$ cat config.mk
export PLATFORM = sky130hd
export DESIGN_NAME = rwc_reset_watchdog_clock_ctrl
export DESIGN_NICKNAME = d
export VERILOG_FILES = /design/src/hdl/rwc_pkg.sv /design/src/hdl/rwc_hold_timer.sv /design/src/hdl/rwc_reset_watchdog_clock_ctrl.sv
export SDC_FILE = /design/constraint.sdc
export NUM_CORES = 1
export LEC_CHECK = 0
export ABC_AREA = 1
export BUFFER_PORTS_ARGS = -buffer_cell sky130_fd_sc_hd__buf_2
export CORE_MARGIN = 2
export CORE_UTILIZATION = 45
export DETAILED_ROUTE_END_ITERATION = 12
export PLACE_DENSITY = 0.73
export SYNTH_ARGS = -nofsm -noshare
export SYNTH_HDL_FRONTEND = slang
export SYNTH_SLANG_ARGS = --single-unit
$ cat constraint.sdc
create_clock -name clk -period 1.95 [get_ports clk]
set_input_delay 0.39 -clock clk [delete_from_list [all_inputs] [get_ports clk]]
set_output_delay 0.39 -clock clk [all_outputs]
set_load 0.05 [all_outputs]
$ cat src/hdl/rwc_pkg.sv
// Constants for the reset, watchdog and clock control block
// Operation
// - Sleep request bit puts chip to sleep; hardware clears it on wake-up.
// - Cause flags: 00 software, 01 power-on, 10 watchdog, 11 reset pin.
// - Power control bits 3 and 2 are free user flags, reset to zero.
// - Supply low asserts power-on reset, held for the power-on delay.
// - Only power-on reset reloads configuration and clears reset-keep register.
// - Enabled pin high beyond minimum pulse resets; release delay after pin falls.
// - Software reset bit resets chip, holds release delay, self-clears.
// - Software reset updates cause only if bootloader state 0 or watchdog enabled.
// - Software reset clears bootloader state; cause may keep showing power-on.
// - Watchdog is 8-bit up-counter ticked every 65536 clocks, overflow on wrap.
// - Overflow sets read-only flag bit 5; cleared by reload or service entry.
// - Overflow with watchdog reset enabled gives watchdog reset with release delay.
// - Software sets watchdog period by writing a start value to the count.
// - Source feeds 4x PLL; USB clock is PLL/2; system clock divided separately.
// - Bit 7 selects and enables internal oscillator; zero selects crystal.
// - Bit 6 enables crystal oscillator and turns two pins into crystal pins.
// - Bit 4 selects accelerated flash reference clock for slow sources.
// - Bit 3 reads the current level of the reset input pin.
// - Divider select codes give 512,128,32,16,8,6,4,3; reset value 011b.
// - Clock configuration writable only in safe mode opened by 55h then AAh.
// - After reset internal oscillator, 96MHz PLL, 48MHz USB, 6MHz system.
package rwc_pkg;
    // Register indices; byte address is four times the index
    localparam logic [7:0] IDX_CLOCK_CFG  = 8'hB9;
    localparam logic [7:0] IDX_POWER_CTRL = 8'h87;
    localparam logic [7:0] IDX_WATCHDOG_COUNT = 8'hFF;
    localparam logic [7:0] IDX_RESET_KEEP = 8'hFE;
    localparam logic [7:0] IDX_GLOBAL_CFG = 8'hB1;
    localparam logic [7:0] IDX_SAFE_MODE  = 8'hA1;
    // Clock configuration fields
    localparam int CC_INT_OSC  = 7;
    localparam int CC_XTAL     = 6;
    localparam int CC_WDOG_FLG = 5;
    localparam int CC_FLASH    = 4;
    localparam int CC_PIN      = 3;
    localparam logic [7:0] CLOCK_CFG_RESET = 8'h83;
    // Power control fields
    localparam int PC_CAUSE_HI = 5;
    localparam int PC_CAUSE_LO = 4;
    localparam int PC_FLAG_HI  = 3;
    localparam int PC_FLAG_LO  = 2;
    localparam int PC_SLEEP    = 1;
    // Global configuration fields
    localparam int GC_WDOG_EN  = 0;
    localparam int GC_SW_RESET = 4;
    localparam int GC_BOOT     = 5;
    // Last reset cause codes
    localparam logic [1:0] CAUSE_SW   = 2'h0;
    localparam logic [1:0] CAUSE_POR  = 2'h1;
    localparam logic [1:0] CAUSE_WDOG = 2'h2;
    localparam logic [1:0] CAUSE_PIN  = 2'h3;
    // Safe mode keys
    localparam logic [7:0] SAFE_KEY1 = 8'h55;
    localparam logic [7:0] SAFE_KEY2 = 8'hAA;
    // PLL multiplier, USB divider and system divider table
    localparam logic [2:0] PLL_MULT = 3'h4;
    localparam logic [1:0] USB_DIV  = 2'h2;
    localparam logic [9:0] SYS_DIV0 = 10'h200;
    localparam logic [9:0] SYS_DIV1 = 10'h080;
    localparam logic [9:0] SYS_DIV2 = 10'h020;
    localparam logic [9:0] SYS_DIV3 = 10'h010;
    localparam logic [9:0] SYS_DIV4 = 10'h008;
    localparam logic [9:0] SYS_DIV5 = 10'h006;
    localparam logic [9:0] SYS_DIV6 = 10'h004;
    localparam logic [9:0] SYS_DIV7 = 10'h003;
    // Timing
    localparam int CLK_PERIOD_NS  = 20;
    localparam int POR_HOLD_NS    = 20480;
    localparam int RELEASE_NS     = 5120;
    localparam int PIN_MIN_NS     = 320;
    localparam int POR_HOLD_CYC   =
        (POR_HOLD_NS + CLK_PERIOD_NS - 1) / CLK_PERIOD_NS;
    localparam int RELEASE_CYC    =
        (RELEASE_NS + CLK_PERIOD_NS - 1) / CLK_PERIOD_NS;
    localparam int PIN_MIN_CYC    =
        (PIN_MIN_NS + CLK_PERIOD_NS - 1) / CLK_PERIOD_NS;
    localparam int WDOG_PRESCALE  = 65536;
    localparam int TIMER_W        = 12;
endpackage : rwc_pkg

$ cat src/hdl/rwc_hold_timer.sv
// Down-counter that times the reset hold intervals
`timescale 1ns/1ps
module rwc_hold_timer #(
    parameter int W         = 12,
    parameter int RESET_CNT = 1024
) (
    input  wire logic         clk,
    input  wire logic         reset_n,
    input  wire logic         load,
    input  wire logic [W-1:0] load_value,
    output logic              busy
);
    logic [W-1:0] count_r;
    logic [W-1:0] count_nxt;

    // Reload wins over counting so a repeated cause restarts the hold
    always_comb begin
        count_nxt = count_r;
        if (load) begin
            count_nxt = load_value;
        end else if (count_r != '0) begin
            count_nxt = count_r - 1'b1;
        end
    end

    // Power-up starts with the power-on hold already armed
    always_ff @(posedge clk or negedge reset_n) begin
        if (!reset_n) begin
            count_r <= W'(RESET_CNT);
        end else begin
            count_r <= count_nxt;
        end
    end

    assign busy = (count_r != '0);
endmodule : rwc_hold_timer

$ cat src/hdl/rwc_reset_watchdog_clock_ctrl.sv
// Reset sequencer, watchdog and clock configuration with Avalon-MM slave
//
// Local design decision: the Avalon-MM register port.
`timescale 1ns/1ps
module rwc_reset_watchdog_clock_ctrl #(
    parameter int POR_CYC   = rwc_pkg::POR_HOLD_CYC,
    parameter int REL_CYC   = rwc_pkg::RELEASE_CYC,
    parameter int PIN_CYC   = rwc_pkg::PIN_MIN_CYC,
    parameter int PRESCALE  = rwc_pkg::WDOG_PRESCALE
) (
    input  wire logic        clk,
    input  wire logic        reset_n,
    input  wire logic [9:0]  avs_address,
    input  wire logic        avs_read,
    input  wire logic        avs_write,
    input  wire logic [31:0] avs_writedata,
    output logic      [31:0] avs_readdata,
    output logic             avs_waitrequest,
    input  wire logic        vcc_low,
    input  wire logic        reset_pin,
    input  wire logic        ext_reset_enable,
    input  wire logic        boot_strap,
    input  wire logic        wake_event,
    input  wire logic        wdog_irq_ack,
    output logic             cpu_reset_n,
    output logic             config_reload,
    output logic             sleep_active,
    output logic             wdog_irq_flag,
    output logic             internal_osc_enable,
    output logic             crystal_osc_enable,
    output logic             crystal_pin_mode,
    output logic             flash_clock_accelerate,
    output logic      [2:0]  pll_multiplier,
    output logic      [1:0]  usb_clock_divisor,
    output logic      [9:0]  sys_clock_divisor
);
    localparam int TW    = rwc_pkg::TIMER_W;
    localparam int PRE_W = $clog2(PRESCALE);

    typedef enum logic [1:0] {
        RWC_RUN, RWC_POR_HOLD, RWC_PIN_ASSERT, RWC_WARM_HOLD
    } rwc_state_t;
    typedef enum logic [1:0] {
        RWC_LOCKED, RWC_KEY1_SEEN, RWC_OPEN
    } rwc_safe_t;

    rwc_state_t        state_r, state_nxt;
    rwc_safe_t         safe_r, safe_nxt;
    logic              wait_r, wait_nxt;
    logic [31:0]       rdata_r, rdata_nxt;
    logic              cpu_rst_n_r, cpu_rst_n_nxt;
    logic              reload_r, reload_nxt;
    logic [1:0]        cause_r, cause_nxt;
    logic              boot_r, boot_nxt;
    logic              wdog_en_r, wdog_en_nxt;
    logic              sw_rst_r, sw_rst_nxt;
    logic              sleep_r, sleep_nxt;
    logic [1:0]        uflag_r, uflag_nxt;
    logic [7:0]        keep_r, keep_nxt;
    logic [7:0]        wcount_r, wcount_nxt;
    logic [PRE_W-1:0]  pre_r, pre_nxt;
    logic              wflag_r, wflag_nxt;
    logic              osc_int_r, osc_int_nxt;
    logic              xtal_r, xtal_nxt;
    logic              fast_r, fast_nxt;
    logic [2:0]        div_r, div_nxt;
    logic [9:0]        sdiv_r, sdiv_nxt;
    logic [TW-1:0]     pin_cnt_r, pin_cnt_nxt;
    logic              tmr_load;
    logic [TW-1:0]     tmr_value;
    logic              tmr_busy;
    logic [7:0]        idx;
    logic [7:0]        wbyte;
    logic              wr_take;
    logic              wdog_tick;
    logic              wdog_wrap;
    logic              warm_go;

    assign idx       = avs_address[9:2];
    assign wbyte     = avs_writedata[7:0];
    assign wr_take   = avs_write && !wait_r;
    assign wdog_tick = (pre_r == PRE_W'(PRESCALE - 1));
    assign wdog_wrap = wdog_tick && (wcount_r == 8'hFF);

    // Hold interval counter shared by every reset source
    rwc_hold_timer #(
        .W         (TW),
        .RESET_CNT (POR_CYC)
    ) u_hold (
        .clk        (clk),
        .reset_n    (reset_n),
        .load       (tmr_load),
        .load_value (tmr_value),
        .busy       (tmr_busy)
    );

    // Divider code to PLL division ratio
    function automatic logic [9:0] sys_div(input logic [2:0] code);
        case (code)
            3'h0:    sys_div = rwc_pkg::SYS_DIV0;
            3'h1:    sys_div = rwc_pkg::SYS_DIV1;
            3'h2:    sys_div = rwc_pkg::SYS_DIV2;
            3'h3:    sys_div = rwc_pkg::SYS_DIV3;
            3'h4:    sys_div = rwc_pkg::SYS_DIV4;
            3'h5:    sys_div = rwc_pkg::SYS_DIV5;
            3'h6:    sys_div = rwc_pkg::SYS_DIV6;
            default: sys_div = rwc_pkg::SYS_DIV7;
        endcase
    endfunction : sys_div

    // Reset sequencer: power-on beats all, then pin, watchdog, software
    always_comb begin
        state_nxt   = state_r;
        cause_nxt   = cause_r;
        boot_nxt    = boot_r;
        reload_nxt  = 1'b0;
        pin_cnt_nxt = '0;
        tmr_load    = 1'b0;
        tmr_value   = TW'(REL_CYC);
        warm_go     = 1'b0;
        if (vcc_low) begin
            state_nxt  = RWC_POR_HOLD;
            cause_nxt  = rwc_pkg::CAUSE_POR;
            tmr_load   = 1'b1;
            tmr_value  = TW'(POR_CYC);
        end else begin
            case (state_r)
                RWC_POR_HOLD: begin
                    if (!tmr_busy) begin
                        state_nxt  = RWC_RUN;
                        reload_nxt = 1'b1;
                        boot_nxt   = boot_strap;
                    end
                end
                RWC_PIN_ASSERT: begin
                    if (!reset_pin) begin
                        state_nxt = RWC_WARM_HOLD;
                        tmr_load  = 1'b1;
                    end
                end
                RWC_WARM_HOLD: begin
                    if (!tmr_busy) begin
                        state_nxt = RWC_RUN;
                    end
                end
                default: begin
                    if (ext_reset_enable && reset_pin) begin
                        pin_cnt_nxt = pin_cnt_r + 1'b1;
                    end
                    if (pin_cnt_r >= TW'(PIN_CYC)) begin
                        state_nxt = RWC_PIN_ASSERT;
                        cause_nxt = rwc_pkg::CAUSE_PIN;
                        warm_go   = 1'b1;
                    end else if (wdog_wrap && wdog_en_r) begin
                        state_nxt = RWC_WARM_HOLD;
                        cause_nxt = rwc_pkg::CAUSE_WDOG;
                        tmr_load  = 1'b1;
                        warm_go   = 1'b1;
                    end else if (sw_rst_r) begin
                        state_nxt = RWC_WARM_HOLD;
                        tmr_load  = 1'b1;
                        warm_go   = 1'b1;
                        boot_nxt  = 1'b0;
                        if (!boot_r || wdog_en_r) begin
                            cause_nxt = rwc_pkg::CAUSE_SW;
                        end
                    end
                end
            endcase
        end
        cpu_rst_n_nxt = (state_nxt == RWC_RUN);
    end

    always_ff @(posedge clk or negedge reset_n) begin
        if (!reset_n) begin
            state_r     <= RWC_POR_HOLD;
            cause_r     <= rwc_pkg::CAUSE_POR;
            boot_r      <= 1'b0;
            reload_r    <= 1'b0;
            pin_cnt_r   <= '0;
            cpu_rst_n_r <= 1'b0;
        end else begin
            state_r     <= state_nxt;
            cause_r     <= cause_nxt;
            boot_r      <= boot_nxt;
            reload_r    <= reload_nxt;
            pin_cnt_r   <= pin_cnt_nxt;
            cpu_rst_n_r <= cpu_rst_n_nxt;
        end
    end

    // Bus answer and register file; reset entry restores warm defaults
    always_comb begin
        wait_nxt    = 1'b1;
        rdata_nxt   = rdata_r;
        safe_nxt    = safe_r;
        wdog_en_nxt = wdog_en_r;
        sw_rst_nxt  = sw_rst_r;
        sleep_nxt   = sleep_r;
        uflag_nxt   = uflag_r;
        keep_nxt    = keep_r;
        osc_int_nxt = osc_int_r;
        xtal_nxt    = xtal_r;
        fast_nxt    = fast_r;
        div_nxt     = div_r;
        pre_nxt     = wdog_tick ? '0 : pre_r + 1'b1; // Exact for any ratio
        wcount_nxt  = wdog_tick ? wcount_r + 1'b1 : wcount_r;
        wflag_nxt   = wflag_r;
        // One wait cycle, then the answer stands for the taking edge
        if ((avs_read || avs_write) && wait_r) begin
            wait_nxt  = 1'b0;
            rdata_nxt = 32'h0000_0000;
            case (idx)
                rwc_pkg::IDX_CLOCK_CFG: rdata_nxt[7:0] = {osc_int_r, xtal_r,
                    wflag_r, fast_r, reset_pin, div_r};
                rwc_pkg::IDX_POWER_CTRL: rdata_nxt[7:0] = {2'h0, cause_r,
                    uflag_r, sleep_r, 1'b0};
                rwc_pkg::IDX_WATCHDOG_COUNT: rdata_nxt[7:0] = wcount_r;
                rwc_pkg::IDX_RESET_KEEP: rdata_nxt[7:0] = keep_r;
                rwc_pkg::IDX_GLOBAL_CFG: rdata_nxt[7:0] = {2'h0, boot_r,
                    sw_rst_r, 3'h0, wdog_en_r};
                default: rdata_nxt = 32'h0000_0000;
            endcase
        end
        // Hardware wake clears sleep; a software set in that cycle wins
        if (wake_event) begin
            sleep_nxt = 1'b0;
        end
        if (wdog_irq_ack) begin
            wflag_nxt = 1'b0;
        end
        if (wr_take) begin
            case (idx)
                rwc_pkg::IDX_SAFE_MODE: begin
                    if (wbyte == rwc_pkg::SAFE_KEY1) begin
                        safe_nxt = RWC_KEY1_SEEN;
                    end else if (wbyte == rwc_pkg::SAFE_KEY2 &&
                                 safe_r == RWC_KEY1_SEEN) begin
                        safe_nxt = RWC_OPEN;
                    end else begin
                        safe_nxt = RWC_LOCKED;
                    end
                end
                rwc_pkg::IDX_CLOCK_CFG: begin
                    if (safe_r == RWC_OPEN) begin
                        osc_int_nxt = wbyte[rwc_pkg::CC_INT_OSC];
                        xtal_nxt    = wbyte[rwc_pkg::CC_XTAL];
                        fast_nxt    = wbyte[rwc_pkg::CC_FLASH];
                        div_nxt     = wbyte[2:0];
                    end
                end
                rwc_pkg::IDX_POWER_CTRL: begin
                    uflag_nxt = wbyte[rwc_pkg::PC_FLAG_HI:rwc_pkg::PC_FLAG_LO];
                    if (wbyte[rwc_pkg::PC_SLEEP]) begin
                        sleep_nxt = 1'b1;
                    end
                end
                rwc_pkg::IDX_WATCHDOG_COUNT: begin
                    wcount_nxt = wbyte;
                    wflag_nxt  = 1'b0;
                end
                rwc_pkg::IDX_RESET_KEEP: keep_nxt = wbyte;
                rwc_pkg::IDX_GLOBAL_CFG: begin
                    wdog_en_nxt = wbyte[rwc_pkg::GC_WDOG_EN];
                    if (wbyte[rwc_pkg::GC_SW_RESET]) begin
                        sw_rst_nxt = 1'b1;
                    end
                end
                default: begin
                end
            endcase
        end
        // Overflow sets the flag even against a same-cycle clear
        if (wdog_wrap) begin
            wflag_nxt = 1'b1;
        end
        if (warm_go || vcc_low) begin
            safe_nxt    = RWC_LOCKED;
            wdog_en_nxt = 1'b0;
            sw_rst_nxt  = 1'b0;
            sleep_nxt   = 1'b0;
            uflag_nxt   = 2'h0;
            wcount_nxt  = 8'h00;
            pre_nxt     = '0;
            wflag_nxt   = 1'b0;
            osc_int_nxt = rwc_pkg::CLOCK_CFG_RESET[rwc_pkg::CC_INT_OSC];
            xtal_nxt    = rwc_pkg::CLOCK_CFG_RESET[rwc_pkg::CC_XTAL];
            fast_nxt    = rwc_pkg::CLOCK_CFG_RESET[rwc_pkg::CC_FLASH];
            div_nxt     = rwc_pkg::CLOCK_CFG_RESET[2:0];
        end
        if (vcc_low) begin
            keep_nxt = 8'h00;
        end
        sdiv_nxt = sys_div(div_nxt);
    end

    always_ff @(posedge clk or negedge reset_n) begin
        if (!reset_n) begin
            wait_r    <= 1'b1;
            rdata_r   <= 32'h0000_0000;
            safe_r    <= RWC_LOCKED;
            wdog_en_r <= 1'b0;
            sw_rst_r  <= 1'b0;
            sleep_r   <= 1'b0;
            uflag_r   <= 2'h0;
            keep_r    <= 8'h00;
            pre_r     <= '0;
            wcount_r  <= 8'h00;
            wflag_r   <= 1'b0;
            osc_int_r <= rwc_pkg::CLOCK_CFG_RESET[rwc_pkg::CC_INT_OSC];
            xtal_r    <= rwc_pkg::CLOCK_CFG_RESET[rwc_pkg::CC_XTAL];
            fast_r    <= rwc_pkg::CLOCK_CFG_RESET[rwc_pkg::CC_FLASH];
            div_r     <= rwc_pkg::CLOCK_CFG_RESET[2:0];
            sdiv_r    <= rwc_pkg::SYS_DIV3;
        end else begin
            wait_r    <= wait_nxt;
            rdata_r   <= rdata_nxt;
            safe_r    <= safe_nxt;
            wdog_en_r <= wdog_en_nxt;
            sw_rst_r  <= sw_rst_nxt;
            sleep_r   <= sleep_nxt;
            uflag_r   <= uflag_nxt;
            keep_r    <= keep_nxt;
            pre_r     <= pre_nxt;
            wcount_r  <= wcount_nxt;
            wflag_r   <= wflag_nxt;
            osc_int_r <= osc_int_nxt;
            xtal_r    <= xtal_nxt;
            fast_r    <= fast_nxt;
            div_r     <= div_nxt;
            sdiv_r    <= sdiv_nxt;
        end
    end

    // Outputs straight from flip-flops; PLL and USB ratios are fixed
    assign avs_readdata           = rdata_r;
    assign avs_waitrequest        = wait_r;
    assign cpu_reset_n            = cpu_rst_n_r;
    assign config_reload          = reload_r;
    assign sleep_active           = sleep_r;
    assign wdog_irq_flag          = wflag_r;
    assign internal_osc_enable    = osc_int_r;
    assign crystal_osc_enable     = xtal_r;
    assign crystal_pin_mode       = xtal_r;
    assign flash_clock_accelerate = fast_r;
    assign sys_clock_divisor      = sdiv_r;
    assign pll_multiplier         = rwc_pkg::PLL_MULT;
    assign usb_clock_divisor      = rwc_pkg::USB_DIV;

    // Checks on the sequencer, watchdog and configuration lock
    cpu_hold_a: assert property (@(posedge clk) disable iff (!reset_n)
        (state_r != RWC_RUN) |-> !cpu_reset_n)
        else $error("core released while a reset is held");
    por_cause_a: assert property (@(posedge clk) disable iff (!reset_n)
        vcc_low |=> (state_r == RWC_POR_HOLD && cause_r == 2'h1))
        else $error("supply low did not start power-on hold");
    keep_warm_a: assert property (@(posedge clk) disable iff (!reset_n)
        (!vcc_low && !(wr_take && idx == rwc_pkg::IDX_RESET_KEEP))
        |=> $stable(keep_r))
        else $error("reset keep register changed without cause");
    sw_cause_a: assert property (@(posedge clk) disable iff (!reset_n)
        (state_r == RWC_RUN && sw_rst_r && boot_r && !wdog_en_r &&
         !vcc_low && !wdog_wrap && pin_cnt_r < TW'(PIN_CYC))
        |=> ($stable(cause_r) && !boot_r && state_r == RWC_WARM_HOLD))
        else $error("software reset handled cause or boot state wrongly");
    wdog_wrap_a: assert property (@(posedge clk) disable iff (!reset_n)
        (wdog_wrap && !wdog_en_r && !vcc_low && !warm_go &&
         !(wr_take && idx == rwc_pkg::IDX_WATCHDOG_COUNT))
        |=> (wcount_r == 8'h00 && wdog_irq_flag))
        else $error("watchdog wrap did not clear count and set flag");
    wdog_reset_a: assert property (@(posedge clk) disable iff (!reset_n)
        (state_r == RWC_RUN && wdog_wrap && wdog_en_r && !vcc_low &&
         pin_cnt_r < TW'(PIN_CYC))
        |=> (!cpu_reset_n && cause_r == 2'h2) [*2])
        else $error("watchdog reset not taken");
    cfg_lock_a: assert property (@(posedge clk) disable iff (!reset_n)
        (safe_r != RWC_OPEN && !warm_go && !vcc_low)
        |=> $stable({osc_int_r, xtal_r, fast_r, div_r}))
        else $error("clock configuration changed while locked");
    pin_release_a: assert property (@(posedge clk) disable iff (!reset_n)
        (state_r == RWC_PIN_ASSERT && !reset_pin && !vcc_low)
        |=> (state_r == RWC_WARM_HOLD) ##1 tmr_busy)
        else $error("pin release did not start release hold");
    sleep_wake_a: assert property (@(posedge clk) disable iff (!reset_n)
        (sleep_r && wake_event && !wr_take) |=> !sleep_active)
        else $error("wake did not clear sleep request");
    wait_pulse_a: assert property (@(posedge clk) disable iff (!reset_n)
        !avs_waitrequest |=> avs_waitrequest)
        else $error("waitrequest low for more than one cycle");
    bus_answer_a: assert property (@(posedge clk) disable iff (!reset_n)
        ((avs_read || avs_write) && avs_waitrequest) |=> !avs_waitrequest)
        else $error("request not answered after one wait cycle");
endmodule : rwc_reset_watchdog_clock_ctrl

### After elaboration in Yosys (flattened, before gate mapping)

Index checks and enable logic that the tools add are counted.

| word-level totals | value |
|---|---|
| bits in registers | 96 |
| bits in latches | 0 |
| bits in writable memories | 0 |
| memory bits (read-only) | 0 |
| bits of input ports | 52 |
| memories | 0 |

| operators by class | value |
|---|---|
| add/subtract/negate cells | 4 |
| multiply operators | 0 |
| div/mod/pow operators | 0 |
| magnitude comparators | 1 |
| equality and inequality tests | 25 |
| shift-type cells | 0 |
| muxes and demuxes | 89 |
| bitwise logic cells | 2 |
| reductions and logical operators | 38 |

Operators with widths:

| cell | count |
|---|---|
| $pmux W10 S7 | 1 |
| $eq A8 B8 Y1 const B | 8 |
| $mux W12 | 5 |
| $mux W8 | 7 |
| $mux W1 | 45 |
| $mux W2 | 20 |
| $pmux W8 S5 | 1 |
| $mux W16 | 2 |
| $reduce_bool A2 Y1 | 11 |
| $add A16 B1 Y16 const B | 1 |
| $eq A16 B16 Y1 const B | 1 |
| $add A12 B1 Y12 const B | 1 |
| $ge A12 B5 Y1 const B | 1 |
| $mux W3 | 4 |
| $reduce_bool A12 Y1 | 1 |
| $sub A12 B1 Y12 const B | 1 |
| $mux W11 | 1 |
| $eq A3 B3 Y1 const B | 3 |
| $reduce_and A3 Y1 | 3 |
| $add A8 B1 Y8 const B | 1 |
| $eq A8 B7 Y1 const B | 1 |
| $reduce_and A2 Y1 | 4 |
| $reduce_bool A4 Y1 | 2 |
| $eq A2 B2 Y1 const B | 3 |
| other kinds (16) | 31 |

### Longest topological paths before layout

Gate-level depths: netlist of run 1.

| logic depth | value |
|---|---|
| depth after elaboration | 11 |
| depth in mapped cells | 12 |

### By module

A second synthesis of run 1 with hierarchy kept.

| second synthesis, totals | value |
|---|---|
| cells, all modules | 688 |
| area, all modules | 5,431.5 µm² |

By module, submodules not included:

| module | instances | cells an instance | area an instance (µm²) | sequential area each (µm²) |
|---|---|---|---|---|
| rwc_reset_watchdog_clock_ctrl | 1 | 567 | 4,554.4 | 2,060.7 |
| rwc_hold_timer | 1 | 121 | 877.1 | 301.5 |

### Worst setup path after synthesis of run 1

No wires, ideal clock.

| timing | value |
|---|---|
| kind | register -> register |
| start | register wait_r (netlist: avs_waitrequest) |
| end | register sdiv_r[4] (netlist: sys_clock_divisor[4]) |
| arrival | 1.616 ns |
| path slack | 0.244 ns |
| cell stages (with the launch flop) | 9 |
| path buffers | 0 |
| period minus slack after synthesis | 1.706 ns |
| cell sequence | dfstp_2 > inv_1 > nand2_2 > nor2_2 > nand3_2 > nand2_1 > o21ai_1 > inv_1 > o31ai_1 |

| on the way | value |
|---|---|
| word-level cells in the longest chain between the ends | 6 |

RTL lines:

| what | RTL line | RTL |
|---|---|---|
| start: declaration | rwc_reset_watchdog_clock_ctrl.sv:49 | `logic wait_r, wait_nxt;` |
| start signal: assignment | rwc_reset_watchdog_clock_ctrl.sv:316 | `wait_r <= wait_nxt;` |
| $logic_not A1 Y1 * | rwc_reset_watchdog_clock_ctrl.sv:81 | `assign wr_take = avs_write && !wait_r;` |
| $logic_and A1 B1 Y1 * | rwc_reset_watchdog_clock_ctrl.sv:81 |  |
| $mux W3 * | rwc_reset_watchdog_clock_ctrl.sv:232 | `if (wr_take) begin` |
| $mux W3 * | rwc_reset_watchdog_clock_ctrl.sv:277 | `if (warm_go \|\| vcc_low) begin` |
| $eq A3 B3 Y1, or another cell as far along | rwc_reset_watchdog_clock_ctrl.sv:99 | `case (code)` |
| $pmux W10 S7 * | rwc_reset_watchdog_clock_ctrl.sv:99 |  |
| named net sdiv_nxt[4] | rwc_reset_watchdog_clock_ctrl.sv:67 | `logic [9:0] sdiv_r, sdiv_nxt;` |
| end signal: assignment | rwc_reset_watchdog_clock_ctrl.sv:314 | `sdiv_r <= rwc_pkg::SYS_DIV3;` |
| end signal: assignment | rwc_reset_watchdog_clock_ctrl.sv:331 | `sdiv_r <= sdiv_nxt;` |
| end: declaration | rwc_reset_watchdog_clock_ctrl.sv:67 |  |

Mark *: on every way through the listed nets, which the timed path passes. The rest lies on a longest branch.
A chain may end at the register's enable or synchronous reset.

### Final worst setup path of run 1

| timing | value |
|---|---|
| start | register pre_r[0] |
| end | register pre_r[10] |

| on the way | value |
|---|---|
| word-level cells in the longest chain between the ends | 9 |

RTL lines:

| what | RTL line | RTL |
|---|---|---|
| start: declaration | rwc_reset_watchdog_clock_ctrl.sv:61 | `logic [PRE_W-1:0] pre_r, pre_nxt;` |
| start signal: assignment | rwc_reset_watchdog_clock_ctrl.sv:324 | `pre_r <= pre_nxt;` |
| $eq A16 B16 Y1 | rwc_reset_watchdog_clock_ctrl.sv:82 | `assign wdog_tick = (pre_r == PRE_W'(PRESCALE - 1));` |
| $logic_and A1 B1 Y1 | rwc_reset_watchdog_clock_ctrl.sv:83 | `assign wdog_wrap = wdog_tick && (wcount_r == 8'hFF);` |
| $logic_and A1 B1 Y1 | rwc_reset_watchdog_clock_ctrl.sv:154 | `end else if (wdog_wrap && wdog_en_r) begin` |
| $mux W1 | rwc_reset_watchdog_clock_ctrl.sv:154 |  |
| $mux W1 | rwc_reset_watchdog_clock_ctrl.sv:150 | `if (pin_cnt_r >= TW'(PIN_CYC)) begin` |
| $mux W1 | rwc_reset_watchdog_clock_ctrl.sv:127 | `case (state_r)` |
| $mux W1 | rwc_reset_watchdog_clock_ctrl.sv:121 | `if (vcc_low) begin` |
| $logic_or A1 B1 Y1 | rwc_reset_watchdog_clock_ctrl.sv:277 |  |
| $mux W16 * | rwc_reset_watchdog_clock_ctrl.sv:277 |  |
| named net pre_nxt[10] | rwc_reset_watchdog_clock_ctrl.sv:61 |  |

Marked as above.

==> results of run 1 <==
cells in the mapped netlist, drive strengths merged, types with 9 or more instances:
master  instances
a21oi          25
buf            37
dfrtp          86
inv            74
nand2         127
nand3          36
nand4          12
nor2           92
nor3           22
nor3b           9
o21ai          41
xor2           18
how the worst max path moves through the flow:
stage | from | end | slack (ns) | depth (start not counted)
floorplan | avs_waitrequest | sys_clock_divisor[4] | 0.24 | 8
global placement | pre_r[0] | pre_r[15] | 0.14 | 12
detailed placement | pre_r[0] | pre_r[15] | 0.10 | 12
CTS | pre_r[0] | u_hold.count_r[7] | 0.09 | 10
global route | pre_r[0] | pre_r[10] | 0.02 | 11
finish | pre_r[0] | pre_r[10] | 0.16 | 11
state kept, by name, indices dropped and copies added (netlist names), 2 cells and up:
register and cells:
div_r 3, pre_r 16, safe_r 2, uflag_r 2, wcount_r 8, state_r 2
sys_clock_divisor 8, cause_r 2, pin_cnt_r 12, keep_r 8, avs_readdata 8, u_hold.count_r 12
layout make-up:
type | instances | area [um^2] | area share [%]
clock buffer | 10 | 239 | 4.10
clock inverter | 5 | 35.0 | 0.601
timing repair buffer | 72 | 443 | 7.60
sequential | 94 | 2360 | 40.5
multi-input combinational | 445 | 2290 | 39.3
tap | 140 | 175 | 3.00
inverter | 74 | 285 | 4.89
power by group:
part           switching [mW]  total, mW  internal, mW
Clock                   0.736       1.63         0.894
Combinational           0.653      0.934         0.281
Sequential              0.118       2.21          2.09
metal layers:
metal	up-vias	wire length (um)
met2	140	5950
li1	2103	-
met5	-	0
met1	2069	5040
met3	30	579
met4	0	373
kinds of logic after synthesis:
logic type,Yosys count,synth area share (%)
XOR/XNOR,21,3.62
AND/OR/NAND/NOR,306,28.2
adder cells (fa/ha/maj),5,1.23
multiplexers,1,0.197
AO/OA/AOI/OAI,80,8.74
buffers and inverters,113,11.4
other,2,0.148
flip-flops,94,46.5
per-stage QoR:
stage / instances / instance area (um^2) / setup slack [ns]
after floorplan: 651 / 5190 / 0.244
after global placement: 822 / 5500 / 0.139
after detailed placement: 822 / 5500 / 0.102
after CTS: 837 / 5770 / 0.0863
after global routing: 840 / 5830 / 0.0222
final: 840 / 5830 / 0.161
cell usage in the layout, fill, tap and decap left out, types with 3 or more instances in the layout:
cell and n:
dfstp_2 8, clkbuf_16 9, o22ai_1 8, nor2_2 3, nand2_2 5, nor2_1 86
ha_1 5, nand3_1 31, o21ai_2 4, o21ai_0 34, xnor2_1 3, inv_1 72
a21oi_1 25, nand2_1 117, xor2_1 18, dfrtp_1 86, buf_4 21, nand3_2 4
conb_1 31, nor3_1 21, nor4_1 4, nand4_1 12, nor3b_1 8, nand2_4 3
buf_2 49, o21ai_1 3
critical path: cells and delay by family (launching register included):
family / cells / cell delay, ns
AND/OR/NAND/NOR: 9 / 0.87
adder cells (fa/ha/maj): 1 / 0.23
buffers and inverters: 1 / 0.20
flip-flops: 1 / 0.40
timing repair:
action / 4_1_cts / 5_1_grt
setup buffers: 0 / 2
setup endpoints to repair: 0 / 36
resized for setup: 0 / 6
==> results.toml, run 1 <==
[synth]
syn_inst = 622
synth_top_area_cell = "dfrtp_1"
synth-seq-cells = 94
seq_area_frac_synth_pct = 46.5
syn_area_per_cell_um2 = 8.17
synth_area_leaders = "dfrtp_1, nand2_1, nor2_1"
syn-cell-area_um2 = 5080
ys.flop_type = "dfrtp_1"
synth-async-reset-ratio_pct = 100
synth_edf_count = 0
synth_top_area_share_pct = 42.3
yosysWarnings = 0
synthDistinctLibCells = 41

[floorplan]
num_rows = 38
dieWidth_um = 110
start_util_pct = 46.5
dieArea_um2 = 12200
coreArea_um2 = 10900
io_pins = 108
fp.dieH_um = 110

[detailed_routing]
wire_per_inst_um = 14.2
route.detailed.drc = 0
drt_iter0_markers = 261
num_vias = 4342
first_pass_iters = 4
ant_nets = 0
vias_per_cell = 5.17
wirelength_um = 11900

[layout]
layout.nets = 753
final_util_pct = 53.3
num_antenna_cells = 0
nFillCells = 998
drive_above_1_share_pct = 18.1
area_delta_synth_final_pct = 14.7

[critical_path]
r2r-end = "pre_r[10]"
cp_cell_sequence = "ha_1 -> nand2_2 -> nor2_4 -> nand2_4 -> nor2_8 -> nand3_4 -> nand3_2 -> nand2_4 -> nand2_8 -> buf_4 -> nor3b_1"
path_class = "register to register"
reg2regPathDepth = 11
critPathMaxFanout = 11
cp.required_ns = 2.21
cp.arrival_ns = 2.05
max_stage_delay_ns = 0.40
endpoint_kind = "register"
crit_path_top_delay_cell = "dfrtp_1"
r2r-start = "pre_r[0]"
cp-start-kind = "register"
crit_top_cell = "nand2_4"
r2r_slack_ns = 0.16

[sta]
setup_tns_ns = 0
slew_viol_final = 0
min_period_ns = 1.79
rsz0062_at_grt = "no"
setup_viol = 0
finalHoldViolCount = 0
fmax_mhz = 559
skew_ns = 0.00818
finalCritPeriodShare_pct = 91.7
hold_slack_ns = 0.00671

[placed_design]
gp_congestion = 0.938
portBuffers = 50
dp.final_hpwl_um = 9070

[clocking]
cts_hold_buf = 0
clockBufferDepth = 2
cts.sinks = 94
h-tree-depth = 3
cts_tree = "yes"
cts-root-buf = "clkbuf_16"
cts_buffers = 9
insertion_delay_ns = 0.34
clk_pin_slew_ns = 0.07

[grt]
use_met2_pct = 34.2
grt_max_degree = 36
met3_usage_pct = 2.94
grt_pass1_wl_um = 19200
grt_usage_pct = 20.4
grtUsageMet1_pct = 25.8
grt-busiest-layer = "met2"
gr-total-overflow = 0
grt_pass1_vias = 4100
grt_antenna_before_repair = 0

[pwr]
max-vdd-ir-drop_v = 0.000715
p_total_mw = 4.77
p_leak_nw = 2.92
power.density_nw_per_um2 = 819

[run_status]
status = "complete, no violations"

[worst_hold_path]
min_path_type = "input pin to async pin"

[job]
maxCapViolations = 0
No activity file was read; power rests on OpenSTA's default activity.
==> inputs of run 2 (changes only) <==
==> constraint.sdc (replaced) <==
create_clock -name clk -period 1.68 [get_ports clk]
set_input_delay 0.336 -clock clk [delete_from_list [all_inputs] [get_ports clk]]
set_output_delay 0.336 -clock clk [all_outputs]
set_load 0.05 [all_outputs]
==> run 2 against run 1 <==
Compared with the run above: the run now ends with setup timing left; hold slack improved by 0.24 ns; global-route usage increased by 0.062 points; sequential cell count unchanged; critical path depth unchanged; first-iteration DRC count increased by 52%; core utilization increased by 3.2 points; count of clock-buffer cells in the layout decreased by 1.
==> results.toml, run 2 (same netlist as run 1, synthesis figures left out) <==
[layout]
final_cell_mix = "nand2_1, dfrtp_1, nor2_1, inv_1, buf_2"
area_delta_synth_final_pct = 21.6
largest_reg_flops = 16
layout_commonest_cell = "nand2_1"
multi_input_area_um2 = 2370
drive_above_1_share_pct = 24.5
final_util_pct = 56.5
regArea_um2 = 2360
num_antenna_cells = 0
top_regs = "pre_r: 16 flops, pin_cnt_r: 12 flops, u_hold.count_r: 12 flops"
nFillCells = 954
layout.nets = 782
largest-register = "pre_r"
fin_area_um2 = 6180
final_cells = 870

[critical_path]
cp-start-kind = "register"
crit_path_top_delay_cell = "dfrtp_1"
crit_top_cell = "nand2_4"
crit_family = "simple AND/OR/NAND/NOR gates"
endpoint_kind = "register"
cp_cell_sequence = "ha_2 -> nand2_2 -> nor2_4 -> nand2_4 -> nor2_8 -> nand3_4 -> nand3_2 -> nand2_4 -> nand2_8 -> buf_12 -> nor2_1"
critPathMaxFanout = 15
timing.critical_path.buf_inv = 1
cp.required_ns = 1.91
r2r_slack_ns = -0.05
max_stage_delay_ns = 0.36
path_class = "register to register"
cp.arrival_ns = 1.96

[floorplan]
start_util_pct = 46.5
dieArea_um2 = 12200
io_pins = 108
dieWidth_um = 110
fp.dieH_um = 110
num_rows = 38
coreArea_um2 = 10900

[clocking]
h-tree-depth = 3
cts-root-buf = "clkbuf_16"
cts.sinks = 94
cts_tree = "yes"
clk_pin_slew_ns = 0.07
cts_buffers = 9
insertion_delay_ns = 0.34
clockBufferDepth = 2

[sta]
min_period_ns = 1.73
slew_viol_final = 0
final.setup.worst_slack_ns = -0.0467
rsz0062_at_grt = "yes"
finalHoldViolCount = 0
skew_ns = 0.00880
fmax_mhz = 579
setup_tns_ns = -0.644
finalCritPeriodShare_pct = 103
setup_viol = 28

[pwr]
max-vdd-ir-drop_v = 0.000602
clkPwrFrac_pct = 35.7
p_int_mw = 3.95
power.density_nw_per_um2 = 931
switchingPower_mw = 1.81
p_sw_share_pct = 31.4
p_total_mw = 5.75
p_leak_nw = 3.08
power_frac_comb_pct = 19.7
seqPwrFrac_pct = 44.6

[detailed_routing]
num_vias = 4441
drt_iter0_markers = 398
route.detailed.drc = 0
first_pass_iters = 7
ant_nets = 0
wirelength_um = 12200
wire_per_inst_um = 14.1
vias_per_cell = 5.10

[placed_design]
place_inst = 852
portBuffers = 50
placed_cell_area_um2 = 5740
dp.final_hpwl_um = 9120
gp_congestion = 0.915

[job]
maxCapViolations = 0

[grt]
gr-total-overflow = 0
grt_pass1_vias = 4121
grt_usage_pct = 20.5
grt_max_degree = 48
grt_pass1_wl_um = 19200
grt_antenna_before_repair = 0

[run_status]
status = "complete, but fails checks"
violations = "setup timing"

[worst_hold_path]
min_path_type = "input pin to register"
## run 2: cell count changes in the layout (fill, tap and decap cells not counted), moves of 3 or more
cell,change
nor2_1,-6
nor3_1,-3
nand2_1,-4
nor2_2,+6
nor3_2,+3
buf_4,+26
nand2_2,+4
## run 2: layout make-up
| cell class | instances | area share, % |
|---|---|---|
| Clock buffer | 9 | 3.64 |
| Clock inverter | 7 | 1.17 |
| Inverter | 74 | 4.62 |
| Multi-Input combinational cell | 444 | 38.3 |
| Sequential cell | 94 | 38.2 |
| Tap cell | 140 | 2.83 |
| Timing Repair Buffer | 102 | 11.2 |
## run 2: stage by stage
stage | hold slack (ns) | setup slack (ns)
3_5_place_dp | 0.188 | -0.0134
3_3_place_gp | 0.189 | 0.0153
5_1_grt | 0.266 | -0.136
4_1_cts | 0.238 | -0.0202
6_report | 0.247 | -0.0467
2_1_floorplan | 0.0404 | 0.0112
## run 2: final timing paths
| check | from | endpoint | cells past startpoint |
|---|---|---|---|
| setup / recovery | pre_r[1] | pre_r[14] | 11 |
| hold / removal | vcc_low | config_reload | 2 |
| setup reg to reg | pre_r[1] | pre_r[14] | 11 |
| hold reg to reg | avs_readdata[1] | avs_readdata[1] | 2 |
| max in group asynchronous | reset_n | cause_r[0] | 3 |
| min in group asynchronous | reset_n | pre_r[15] | 2 |
## run 2: what timing repair did
item,in CTS,in global routing
resized for setup,1,33
pin swaps,0,3
setup buffers,0,1
hold endpoints to repair,9,0
hold buffers,1,0
endpoints found under the setup margin,18,64
gates cloned,0,0
## run 2: per-layer routing
metal | vias up | share of wire, % | GRT usage [%]
met5 | - | 0 | 0
met4 | 0 | 2.1 | 8.21
met3 | 28 | 6.0 | 3.47
met2 | 153 | 48 | 33.7
met1 | 2101 | 44 | 26.9
li1 | 2159 | - | -
## run 2: power by group through the flow
| stage | Combinational (mW) | Clock (mW) | Sequential, mW |
|---|---|---|---|
| floorplan | 0.792 | 0 | 2.62 |
| global route | 1.27 | 2.17 | 2.58 |
| global placement | 1.03 | 0 | 2.59 |
| finish | 1.13 | 2.06 | 2.57 |
| detailed placement | 1.08 | 0 | 2.60 |
| CTS | 1.09 | 2.08 | 2.56 |
